`src/common/pmic_regs_cfg.svh`:
```
`ifndef PMIC_REGS_CFG_SVH
`define PMIC_REGS_CFG_SVH
`define SLAVE_ADDR        7'h6C
`define REG_OSC_ADJ       8'h00
`define REG_LINEAR_AUX    8'h01
`define REG_CONV_RUN      8'h02
`define REG_CONV_SLEEP    8'h03
`define RST_OSC_ADJ       8'h00
`define RST_LINEAR_AUX    8'hD2
`define RST_CONV_RUN      8'hCF
`define RST_CONV_SLEEP    8'h0F
`define BIT_HI            7
`define BIT_MID           6
`define CODE_MSB          5
`define CLK_HZ            10000000
`define DLY_SHORT_US      1070
`define DLY_LONG_US       8400
`define DLY_SHORT_CYC     ((`DLY_SHORT_US * (`CLK_HZ / 1000)) / 1000)
`define DLY_LONG_CYC      ((`DLY_LONG_US * (`CLK_HZ / 1000)) / 1000)
`define DLY_CNT_W         17
`define BIT_CNT_W         4
`define BITS_PER_BYTE     4'h8
`endif

```
`src/common/pmic_regs_pkg.sv`:
```
package pmic_regs_pkg;
  typedef struct packed {
    logic       aux_switch_disable;
    logic       oscillator_on;
    logic       converter_enable;
    logic       fault_flag_delay_select;
    logic       converter_slew_select;
    logic [5:0] linear_reg_voltage_code;
    logic [5:0] converter_code;
    logic [7:0] oscillator_adjust_value;
  } ctrl_out_t;

  typedef enum logic [6:0] {
    ST_IDLE  = 7'b0000001,
    ST_ADDR  = 7'b0000010,
    ST_AACK  = 7'b0000100,
    ST_WBYTE = 7'b0001000,
    ST_WACK  = 7'b0010000,
    ST_RBYTE = 7'b0100000,
    ST_RACK  = 7'b1000000
  } serial_state_t;
endpackage : pmic_regs_pkg

```
`src/rtl/pmic_serial_control_regs.sv`:
```
`timescale 1ns/100ps
`include "pmic_regs_cfg.svh"
module pmic_serial_control_regs #(
  parameter int unsigned DLY_SHORT = `DLY_SHORT_CYC,
  parameter int unsigned DLY_LONG  = `DLY_LONG_CYC
) (
  input  wire logic                   core_clk,
  input  wire logic                   nrst,
  input  wire logic                   clk_en,
  input  wire logic                   serial_clk_pin,
  input  wire logic                   serial_data_pin_in,
  output logic                        serial_data_pin_out,
  output logic                        serial_data_pin_oe_n,
  input  wire logic                   oscillator_enable_pin,
  input  wire logic                   outputs_in_range,
  output pmic_regs_pkg::ctrl_out_t    ctrl,
  output logic                        pulse_freq_mode,
  output logic                        fault_flag
);
  logic [7:0] osc_adj;
  logic [7:0] linear_aux;
  logic [7:0] conv_run;
  logic [7:0] conv_sleep;
  logic [7:0] rd_data;
  logic [7:0] index;
  logic [7:0] shift;
  logic [`BIT_CNT_W-1:0] bit_cnt;
  logic       scl_q;
  logic       sda_q;
  logic       is_read;
  logic       have_index;
  logic       wr_en;
  logic       start_seen;
  logic       stop_seen;
  logic       scl_rise;
  logic       scl_fall;
  logic [`DLY_CNT_W-1:0] dly_cnt;
  logic [`DLY_CNT_W-1:0] dly_target;
  pmic_regs_pkg::serial_state_t state;

  pmic_reg_store u_store (
    .core_clk   (core_clk),
    .nrst       (nrst),
    .clk_en     (clk_en),
    .wr_en      (wr_en),
    .index      (index),
    .wr_data    (shift),
    .rd_data    (rd_data),
    .osc_adj    (osc_adj),
    .linear_aux (linear_aux),
    .conv_run   (conv_run),
    .conv_sleep (conv_sleep)
  );

  // pins are taken as synchronous, so one stage only serves edge detection
  always_ff @(posedge core_clk or negedge nrst) begin
    if (!nrst) begin
      scl_q <= 1'b1;
      sda_q <= 1'b1;
    end else if (clk_en) begin
      scl_q <= serial_clk_pin;
      sda_q <= serial_data_pin_in;
    end
  end

  assign scl_rise   = serial_clk_pin & ~scl_q;
  assign scl_fall   = ~serial_clk_pin & scl_q;
  assign start_seen = serial_clk_pin & scl_q & sda_q & ~serial_data_pin_in;
  assign stop_seen  = serial_clk_pin & scl_q & ~sda_q & serial_data_pin_in;
  assign wr_en      = clk_en && state == pmic_regs_pkg::ST_WACK && scl_fall
                      && have_index && !serial_data_pin_oe_n;

  // bus protocol engine
  always_ff @(posedge core_clk or negedge nrst) begin
    if (!nrst) begin
      state      <= pmic_regs_pkg::ST_IDLE;
      shift      <= 8'h00;
      bit_cnt    <= '0;
      is_read    <= 1'b0;
      have_index <= 1'b0;
      index      <= 8'h00;
    end else if (clk_en) begin
      if (start_seen) begin
        // repeated start keeps the index for the read that follows
        state   <= pmic_regs_pkg::ST_ADDR;
        bit_cnt <= '0;
      end else if (stop_seen) begin
        state <= pmic_regs_pkg::ST_IDLE;
      end else begin
        case (state)
          pmic_regs_pkg::ST_IDLE: ;
          pmic_regs_pkg::ST_ADDR: begin
            if (scl_rise) begin
              shift   <= {shift[6:0], serial_data_pin_in};
              bit_cnt <= bit_cnt + 1'b1;
            end
            if (scl_fall && bit_cnt == `BITS_PER_BYTE) begin
              bit_cnt <= '0;
              if (shift[7:1] == `SLAVE_ADDR) begin
                is_read    <= shift[0];
                have_index <= 1'b0;
                state      <= pmic_regs_pkg::ST_AACK;
              end else begin
                state <= pmic_regs_pkg::ST_IDLE;
              end
            end
          end
          pmic_regs_pkg::ST_AACK: begin
            if (scl_fall) begin
              state <= is_read ? pmic_regs_pkg::ST_RBYTE : pmic_regs_pkg::ST_WBYTE;
            end
          end
          pmic_regs_pkg::ST_WBYTE: begin
            if (scl_rise) begin
              shift   <= {shift[6:0], serial_data_pin_in};
              bit_cnt <= bit_cnt + 1'b1;
            end
            if (scl_fall && bit_cnt == `BITS_PER_BYTE) begin
              bit_cnt <= '0;
              state   <= pmic_regs_pkg::ST_WACK;
            end
          end
          pmic_regs_pkg::ST_WACK: begin
            if (scl_fall) begin
              // first byte is the index, later bytes are data with auto-increment
              if (!have_index) begin
                index      <= shift;
                have_index <= 1'b1;
              end else begin
                index <= index + 8'h01;
              end
              state <= pmic_regs_pkg::ST_WBYTE;
            end
          end
          pmic_regs_pkg::ST_RBYTE: begin
            if (scl_fall) begin
              bit_cnt <= bit_cnt + 1'b1;
              if (bit_cnt == `BITS_PER_BYTE - 4'h1) begin
                bit_cnt <= '0;
                state   <= pmic_regs_pkg::ST_RACK;
              end
            end
          end
          pmic_regs_pkg::ST_RACK: begin
            if (scl_rise) begin
              // master nack ends the read
              is_read <= ~serial_data_pin_in;
            end
            if (scl_fall) begin
              index <= index + 8'h01;
              state <= is_read ? pmic_regs_pkg::ST_RBYTE : pmic_regs_pkg::ST_IDLE;
            end
          end
          default: state <= pmic_regs_pkg::ST_IDLE;
        endcase
      end
    end
  end

  // data pin driver: low enable pulls low; ack or read data bit
  always_ff @(posedge core_clk or negedge nrst) begin
    if (!nrst) begin
      serial_data_pin_out  <= 1'b0;
      serial_data_pin_oe_n <= 1'b1;
    end else if (clk_en) begin
      serial_data_pin_out <= 1'b0;
      case (state)
        pmic_regs_pkg::ST_AACK,
        pmic_regs_pkg::ST_WACK: serial_data_pin_oe_n <= 1'b0;
        pmic_regs_pkg::ST_RBYTE:
          serial_data_pin_oe_n <= rd_data[3'h7 - bit_cnt[2:0]];
        default: serial_data_pin_oe_n <= 1'b1;
      endcase
    end
  end

  // control outputs; pin overrides act after the register bits
  always_ff @(posedge core_clk or negedge nrst) begin
    if (!nrst) begin
      ctrl.aux_switch_disable      <= 1'(`RST_LINEAR_AUX >> `BIT_HI);
      ctrl.oscillator_on           <= 1'(`RST_CONV_RUN >> `BIT_HI);
      ctrl.converter_enable        <= 1'(`RST_CONV_RUN >> `BIT_MID);
      ctrl.fault_flag_delay_select <= 1'(`RST_CONV_SLEEP >> `BIT_HI);
      ctrl.converter_slew_select   <= 1'(`RST_CONV_SLEEP >> `BIT_MID);
      ctrl.linear_reg_voltage_code <= 6'(`RST_LINEAR_AUX);
      ctrl.converter_code          <= 6'(`RST_CONV_RUN);
      ctrl.oscillator_adjust_value <= `RST_OSC_ADJ;
      pulse_freq_mode              <= 1'b0;
    end else if (clk_en) begin
      ctrl.aux_switch_disable      <= linear_aux[`BIT_HI] | ~oscillator_enable_pin;
      ctrl.linear_reg_voltage_code <= linear_aux[`CODE_MSB:0];
      ctrl.oscillator_on           <= conv_run[`BIT_HI];
      ctrl.converter_enable        <= conv_run[`BIT_MID];
      ctrl.fault_flag_delay_select <= conv_sleep[`BIT_HI];
      ctrl.converter_slew_select   <= conv_sleep[`BIT_MID];
      ctrl.converter_code          <= oscillator_enable_pin ? conv_run[`CODE_MSB:0]
                                      : conv_sleep[`CODE_MSB:0];
      ctrl.oscillator_adjust_value <= osc_adj;
      pulse_freq_mode              <= ~oscillator_enable_pin;
    end
  end

  assign dly_target = conv_sleep[`BIT_HI] ? `DLY_CNT_W'(DLY_LONG) : `DLY_CNT_W'(DLY_SHORT);

  // fault flag release delay; any drop restarts the wait
  always_ff @(posedge core_clk or negedge nrst) begin
    if (!nrst) begin
      dly_cnt    <= '0;
      fault_flag <= 1'b0;
    end else if (clk_en) begin
      if (!outputs_in_range || !conv_run[`BIT_MID]) begin
        dly_cnt    <= '0;
        fault_flag <= 1'b0;
      end else if (dly_cnt < dly_target) begin
        dly_cnt <= dly_cnt + 1'b1;
      end else begin
        fault_flag <= 1'b1;
      end
    end
  end

  fault_hold_a: assert property (@(posedge core_clk) disable iff (!nrst)
    (clk_en && !outputs_in_range) |=> !fault_flag) else $error("fault flag high while out of range");
  aux_forced_a: assert property (@(posedge core_clk) disable iff (!nrst)
    (clk_en && !oscillator_enable_pin) |=> ctrl.aux_switch_disable) else $error("aux not forced off");
  sleep_code_a: assert property (@(posedge core_clk) disable iff (!nrst)
    (clk_en && !oscillator_enable_pin) |=> (ctrl.converter_code == $past(conv_sleep[5:0]) && pulse_freq_mode))
    else $error("sleep code not selected");
  run_code_a: assert property (@(posedge core_clk) disable iff (!nrst)
    (clk_en && oscillator_enable_pin) |=> ctrl.converter_code == $past(conv_run[5:0]))
    else $error("run code not selected");
  addr_match_a: assert property (@(posedge core_clk) disable iff (!nrst)
    (state == pmic_regs_pkg::ST_AACK) |-> ($past(shift[7:1]) == `SLAVE_ADDR || $past(state) == state))
    else $error("ack without address match");
  osc_bits_a: assert property (@(posedge core_clk) disable iff (!nrst)
    clk_en |=> (ctrl.oscillator_on == $past(conv_run[7]) && ctrl.converter_enable == $past(conv_run[6])))
    else $error("oscillator or converter bit wrong");
  delay_bits_a: assert property (@(posedge core_clk) disable iff (!nrst)
    clk_en |=> (ctrl.fault_flag_delay_select == $past(conv_sleep[7]) && ctrl.converter_slew_select == $past(conv_sleep[6])))
    else $error("delay or slew bit wrong");
  trim_copy_a: assert property (@(posedge core_clk) disable iff (!nrst)
    clk_en |=> ctrl.oscillator_adjust_value == $past(osc_adj)) else $error("trim value wrong");
  linear_code_a: assert property (@(posedge core_clk) disable iff (!nrst)
    clk_en |=> ctrl.linear_reg_voltage_code == $past(linear_aux[5:0])) else $error("linear code wrong");
endmodule : pmic_serial_control_regs

```
`src/rtl/pmic_reg_store.sv`:
```
`timescale 1ns/100ps
`include "pmic_regs_cfg.svh"
module pmic_reg_store (
  input  wire logic       core_clk,
  input  wire logic       nrst,
  input  wire logic       clk_en,
  input  wire logic       wr_en,
  input  wire logic [7:0] index,
  input  wire logic [7:0] wr_data,
  output logic      [7:0] rd_data,
  output logic      [7:0] osc_adj,
  output logic      [7:0] linear_aux,
  output logic      [7:0] conv_run,
  output logic      [7:0] conv_sleep
);
  // power-up values for all four registers
  always_ff @(posedge core_clk or negedge nrst) begin
    if (!nrst) begin
      osc_adj    <= `RST_OSC_ADJ;
      linear_aux <= `RST_LINEAR_AUX;
      conv_run   <= `RST_CONV_RUN;
      conv_sleep <= `RST_CONV_SLEEP;
    end else if (clk_en && wr_en) begin
      case (index)
        `REG_OSC_ADJ:    osc_adj    <= wr_data;
        `REG_LINEAR_AUX: linear_aux <= wr_data;
        `REG_CONV_RUN:   conv_run   <= wr_data;
        `REG_CONV_SLEEP: conv_sleep <= wr_data;
        default: ;
      endcase
    end
  end

  // registered read port; unmapped index reads zero
  always_ff @(posedge core_clk or negedge nrst) begin
    if (!nrst) begin
      rd_data <= 8'h00;
    end else if (clk_en) begin
      case (index)
        `REG_OSC_ADJ:    rd_data <= osc_adj;
        `REG_LINEAR_AUX: rd_data <= linear_aux;
        `REG_CONV_RUN:   rd_data <= conv_run;
        `REG_CONV_SLEEP: rd_data <= conv_sleep;
        default:         rd_data <= 8'h00;
      endcase
    end
  end
endmodule : pmic_reg_store

```
`config.mk`:
```
export PLATFORM = sky130hd
export DESIGN_NAME = pmic_serial_control_regs
export DESIGN_NICKNAME = d
export VERILOG_FILES = /design/src/common/pmic_regs_pkg.sv /design/src/rtl/pmic_serial_control_regs.sv /design/src/rtl/pmic_reg_store.sv
export VERILOG_INCLUDE_DIRS = /design/src /design/src/common
export SDC_FILE = /design/constraint.sdc
export NUM_CORES = 1
export LEC_CHECK = 0
export BUFFER_PORTS_ARGS = -buffer_cell sky130_fd_sc_hd__buf_2
export CAP_MARGIN = 10
export CORE_ASPECT_RATIO = 0.8
export CORE_MARGIN = 10
export CORE_UTILIZATION = 40
export CTS_CLUSTER_DIAMETER = 80
export DETAILED_ROUTE_END_ITERATION = 10
export PLACE_DENSITY = 0.62
export SETUP_SLACK_MARGIN = 0.5
export SLEW_MARGIN = 25
export SYNTH_ARGS = -nofsm -noshare
export SYNTH_HDL_FRONTEND = slang
export SYNTH_HIERARCHICAL = 1
export SYNTH_SLANG_ARGS = --single-unit
```
`constraint.sdc`:
```
create_clock -name core_clk -period 5.2 [get_ports core_clk]
set_input_delay 0.26 -clock core_clk [delete_from_list [all_inputs] [get_ports core_clk]]
set_output_delay 0.26 -clock core_clk [all_outputs]
set_load 0.02 [all_outputs]
```
* Yosys cells after proc, flatten, opt, wreduce, memory -nomap -nowiden
Index checks and enable logic that the tools add are counted.
** Storage, ports and cells
- Register bits after elaboration :: 116
- Input bits :: 7
- Logic and storage cells :: 148
** Operators by class
- Add/sub/neg operators :: 4
- Order comparisons :: 2
- Equal/unequal tests :: 30
- Muxes and demuxes :: 42
- Bitwise logic cells :: 15
- Reduce and logical (&&, ||, !) cells :: 30
** Operators with widths (count)
- $mux W7 :: 9
- $mux W17 :: 3
- $pmux W7 S7 :: 1
- $pmux W8 S4 :: 1
- $ne A4 B4 Y1 const B :: 7
- $mux W4 :: 6
- $mux W8 :: 3
- $mux W6 :: 3
- $add A17 B1 Y17 const B :: 1
- $lt A17 B17 Y1 :: 1
- $eq A8 B2 Y1 const B :: 2
- $pmux W8 S2 :: 1
- $eq A7 B7 Y1 const B :: 2
- $ne A2 B2 Y1 const B :: 7
- $reduce_and A7 Y1 :: 2
- $reduce_and A2 Y1 :: 6
- $reduce_and A5 Y1 :: 2
- $mux W1 :: 9
- $reduce_and A9 Y1 :: 1
- $add A8 B1 Y8 const B :: 1
- $eq A8 B1 Y1 const B :: 1
- $logic_not A8 Y1 :: 1
- $pmux W4 S2 :: 1
- $reduce_bool A2 Y1 :: 4
- 25 further kinds :: 48

* Logic depth before layout (Yosys ltp)
- Word-level depth :: 7
- Mapped depth :: 9
- Mapped depth without buffers :: 8

* Cells and area by module
The synthesis kept the hierarchy.
** By module, submodules not included
- pmic_serial_control_regs :: times used 1, cells an instance 422, area an instance 4171.5 µm²
- pmic_reg_store :: times used 1, cells an instance 104, area an instance 1794.2 µm²

* Worst setup path before layout
Ideal clock, no wire load.
- Path type :: register -> register
- Start point :: register state[1]
- End point :: register u_store.osc_adj[0]
- Library setup time :: 0.125 ns
- Data arrival time :: 2.520 ns
- Required time :: 5.075 ns
- Path slack :: 2.555 ns
- Stages on the path, launching flop included :: 7
- Buffers on the path :: 0
- Path through :: dfrtp_1 -> nor3_2 -> nand3_1 -> nor3_1 -> or4bb_1 -> nor4_4 -> mux2_2
** Between the ends
- Cells in the longest elaborated chain, start to end :: 7
** Ends and longest elaborated chain
- start: declaration :: line pmic_serial_control_regs.sv:39 : pmic_regs_pkg::serial_state_t state;
- start signal: assignment :: line pmic_serial_control_regs.sv:76 : state <= pmic_regs_pkg::ST_IDLE;
- start signal: assignment :: line pmic_serial_control_regs.sv:85 : state <= pmic_regs_pkg::ST_ADDR;
- start signal: assignment :: line pmic_serial_control_regs.sv:88 : state <= pmic_regs_pkg::ST_IDLE;
- $eq A7 B5 Y1 :: line pmic_serial_control_regs.sv:70 : assign wr_en = clk_en && state == pmic_regs_pkg::ST_WACK && scl_fall
- $logic_and A1 B1 Y1 (2 in a row) :: line pmic_serial_control_regs.sv:70
- $logic_and A1 B1 Y1 (2 in a row) :: line pmic_serial_control_regs.sv:71 : && have_index && !serial_data_pin_oe_n;
- via wr_en :: line pmic_serial_control_regs.sv:32 : logic wr_en;
- $logic_and A1 B1 Y1 :: line pmic_reg_store.sv:23 : end else if (clk_en && wr_en) begin
- $reduce_and A2 Y1 (no line)
- end signal: assignment :: line pmic_reg_store.sv:19 : osc_adj <= `RST_OSC_ADJ;
- end signal: assignment :: line pmic_reg_store.sv:25 : `REG_OSC_ADJ: osc_adj <= wr_data;
- end: declaration :: line pmic_reg_store.sv:11 : output logic [7:0] osc_adj,
The timed path passes the listed nets, and every way through them passes these cells.
A chain may end at the register's enable or synchronous reset.

* Worst setup path after layout
- Start point :: register state[1]
- End point :: register u_store.osc_adj[5]
The elaborated chain is that of the path after synthesis.

==> impl_results.md <==
- ANT nets after route: 0
- Area of the die: 20200 µm²
- N_diodes: 0
- Routed wire length: 14.2 mm
- Startpoint Class: flip-flop
- # IOs: 36
- TritonCTS clock tree: yes
- Max-Cap Viols: 0
- Buf+Inv Stages, Crit Path: 0
- #FFs+latches synth: 116
- Overall power: 2.33 mW
- Multi-input logic area: 2890 µm²
- Initial Util: 41.3%
- Most common cell after layout, fill and taps aside: dfrtp_1
- Required time worst endpoint: 5490 ps
- DR iter-0 viols: 258
- Clk slew on worst S/H paths: 60 ps
- R2R setup slack: 2070 ps
- Longest Clk Path Bufs: 2
- # DRC: 0
- Clock sink count: 116
- Vias in the first global route: 4429
- TNS Setup: 0 ps
- Synth area leaders: dfrtp_1, dfstp_2, mux2_2
- Nets: 580
- Drt first pass iters: 5
- Post-Syn Area: 5970 µm²
- RR Startpoint: state[1]$_DFFE_PN0P_
- Die Wd: 157 µm
- CP endpoint kind: flip-flop
- Lkg Pwr: 3.10 nW
- DP HPWL: 9.61 mm
- Global-route wire length before repair: 23.9 mm
- IO buf count: 34
- H-tree levels: 4
- Maximum fanout along the worst path: 8
- Register Area: 2940 µm²
- Largest net degree at the start of global routing: 61
- Ys Warns: 6
- Worst path arrival time: 3420 ps
- Ys flop type: dfrtp_1
- PwrDens: 338 nW/µm²
- Worst hold path type: in -> reg
- Setup Fix Bufs, Post-CTS: 0
- Antenna violations before repair: 0
- Slowest CP cell: or4bb_1
- Hold wc startpoint: serial_clk_pin
- FMAX: 0.320 GHz
- Cell Rows: 39
- Cells on worst reg2reg path: 6
- Minimum clock period: 3130 ps
- CTS root buf: clkbuf_16
- Setup CP Type: reg -> reg
- Synth cell types: 66
- Largest area contributor in the netlist: dfrtp_1
- Post-synth ARST share: 100%
- Fraction of layout cells with a size suffix above 1: 31.9%
- Delay-heaviest family, CP: simple AND/OR/NAND/NOR gates
- Total gr overflow: 0
- Vias post-DR: 4449
- Routed len/inst: 18.7 µm
- Final worst-path cycle share: 60.1%
- Synth Net Count: 545
- Worst r2r dst: u_store/osc_adj[5]$_DFFE_PN0P_
- Filler cell count: 1292
- Clock Latency Late Sink: 410 ps
- Top cell type's share of synthesized area: 37.3%
- WHS Path Cells: 2
- Sequential-to-total area share from yosys stat: 49.2%
- Max-slew headroom at the worst pin: 34.6%
- Gpl congestion: 0.860
- Commonest non-fill, non-tap cells in the layout: dfrtp_1, mux2_2, nand2_1
- RSZ-0062 raised after global routing: no
- Worst Hold Slack: 172 ps
- Outcome: completed
- Final hold viol count: 0
- Die Y: 129 µm
- Worst-path cell chain: nor3_2 -> nand3_1 -> nor3_1 -> or4bb_1 -> nor4_4 -> mux2_2
- Hold Path End: scl_q$_DFFE_PN1P_
- Worst-Margin Slew: 974 ps
- Max Slew Vio Count: 0
- Max Clock Skew: 7.33 ps
- Syn-to-layout area delta: 15.8%
- Crit-path max cell delay: 590 ps
- Peak VDD IR: 0.196 mV
- GRT Overall Usage: 14.6%
- Mapped Avg Cell Area: 11.3 µm²
- CTS Buf Count: 17
- Number of synthesized flops with an enable pin: 0
- Core area: 14400 µm²
- Final setup vio count: 0
- Via-to-Cell Ratio: 5.87
- Mapped Cells: 526
[logic make-up after synthesis]
family	synth area share (%)
flops	49.2
fa+ha+maj	2.52
xor+xnor	0.587
compound gates	12.5
other cells	0.0629
simple gates	15.2
mux	17.5
buf+inv	2.39
[routing by layer]
layer / part of all wire [%] / up-vias / track usage, %
met4: 1.3 / 0 / 5.48
met3: 5.2 / 18 / 3.74
met1: 47 / 2245 / 20.0
li1: - / 2061 / -
met5: 0 / - / 0
met2: 46 / 125 / 21.9
[timing repair]
action                                  CTS  global route
resized for setup                         0             0
endpoints found under the setup margin    0             0
hold buffers                              1             0
hold endpoints to repair                 40             0
[how the worst max path moves through the flow]
stage / startpoint / to / cells past startpoint
after floorplan: state[1]$_DFFE_PN0P_ / u_store/osc_adj[0]$_DFFE_PN0P_ / 6
after global placement: state[1]$_DFFE_PN0P_ / u_store/osc_adj[1]$_DFFE_PN0P_ / 6
after detailed placement: state[1]$_DFFE_PN0P_ / u_store/osc_adj[5]$_DFFE_PN0P_ / 6
after CTS: state[1]$_DFFE_PN0P_ / u_store/osc_adj[2]$_DFFE_PN0P_ / 6
after global routing: state[1]$_DFFE_PN0P_ / u_store/osc_adj[5]$_DFFE_PN0P_ / 6
final: state[1]$_DFFE_PN0P_ / u_store/osc_adj[5]$_DFFE_PN0P_ / 6
[synthesized netlist by cell type (all sizes together), types with 9 or more instances]
library cell / instances
mux4: 10
a22o: 9
nand3: 32
ha: 12
dfrtp: 89
nor4: 10
o21ai: 27
mux2i: 10
dfstp: 27
a21oi: 31
mux2: 64
clkbuf: 11
nor2: 30
nand2: 35
inv: 13
buf: 10
[worst reg2reg max path, stage by stage (launching register included)]
cell	delay [ps]
dfrtp_1	430
nor3_2	410
nand3_1	230
nor3_1	500
or4bb_1	590
nor4_4	440
mux2_2	400
[through the flow]
| stage | setup WS [ps] | utilization, % | area, µm² | instances |
|---|---|---|---|---|
| finish | 2070 | 47.8 | 6910 | 758 |
| CTS | 2090 | 47.8 | 6910 | 758 |
| detailed placement | 2130 | 43.6 | 6290 | 725 |
| floorplan | 2560 | - | 5970 | 526 |
| global route | 1790 | 47.8 | 6910 | 758 |
| global placement | 2220 | 43.6 | 6290 | 725 |
[power by group]
group / total, mW / leakage (nW) / switching [mW] / internal (mW)
Sequential: 0.975 / 1.51 / 0.0424 / 0.933
Combinational: 0.174 / 1.29 / 0.111 / 0.0633
Clock: 1.18 / 0.293 / 0.451 / 0.731
Total: 2.33 / 3.10 / 0.604 / 1.73
[cell type report]
class | instances | area share, %
flip-flops and latches | 116 | 42.5
multi-input cells | 375 | 41.8
clock buffers | 18 | 6.36
well taps | 184 | 3.33
repair buffers | 37 | 2.86
clock inverters | 14 | 2.37
inverters | 14 | 0.761
[flip-flops by register name, summed over array words and instances (netlist names)]
register and flops:
state 7, ctrl 25, shift 8, serial_data_pin_oe_n 1, u_store/conv_run 8, bit_cnt 4, is_read 1, pulse_freq_mode 1
fault_flag 1, u_store/rd_data 8, dly_cnt 17, u_store/conv_sleep 8, index 8, u_store/osc_adj 8, u_store/linear_aux 8, scl_q 1
sda_q 1, have_index 1
No activity file was read; power rests on OpenSTA's default activity.
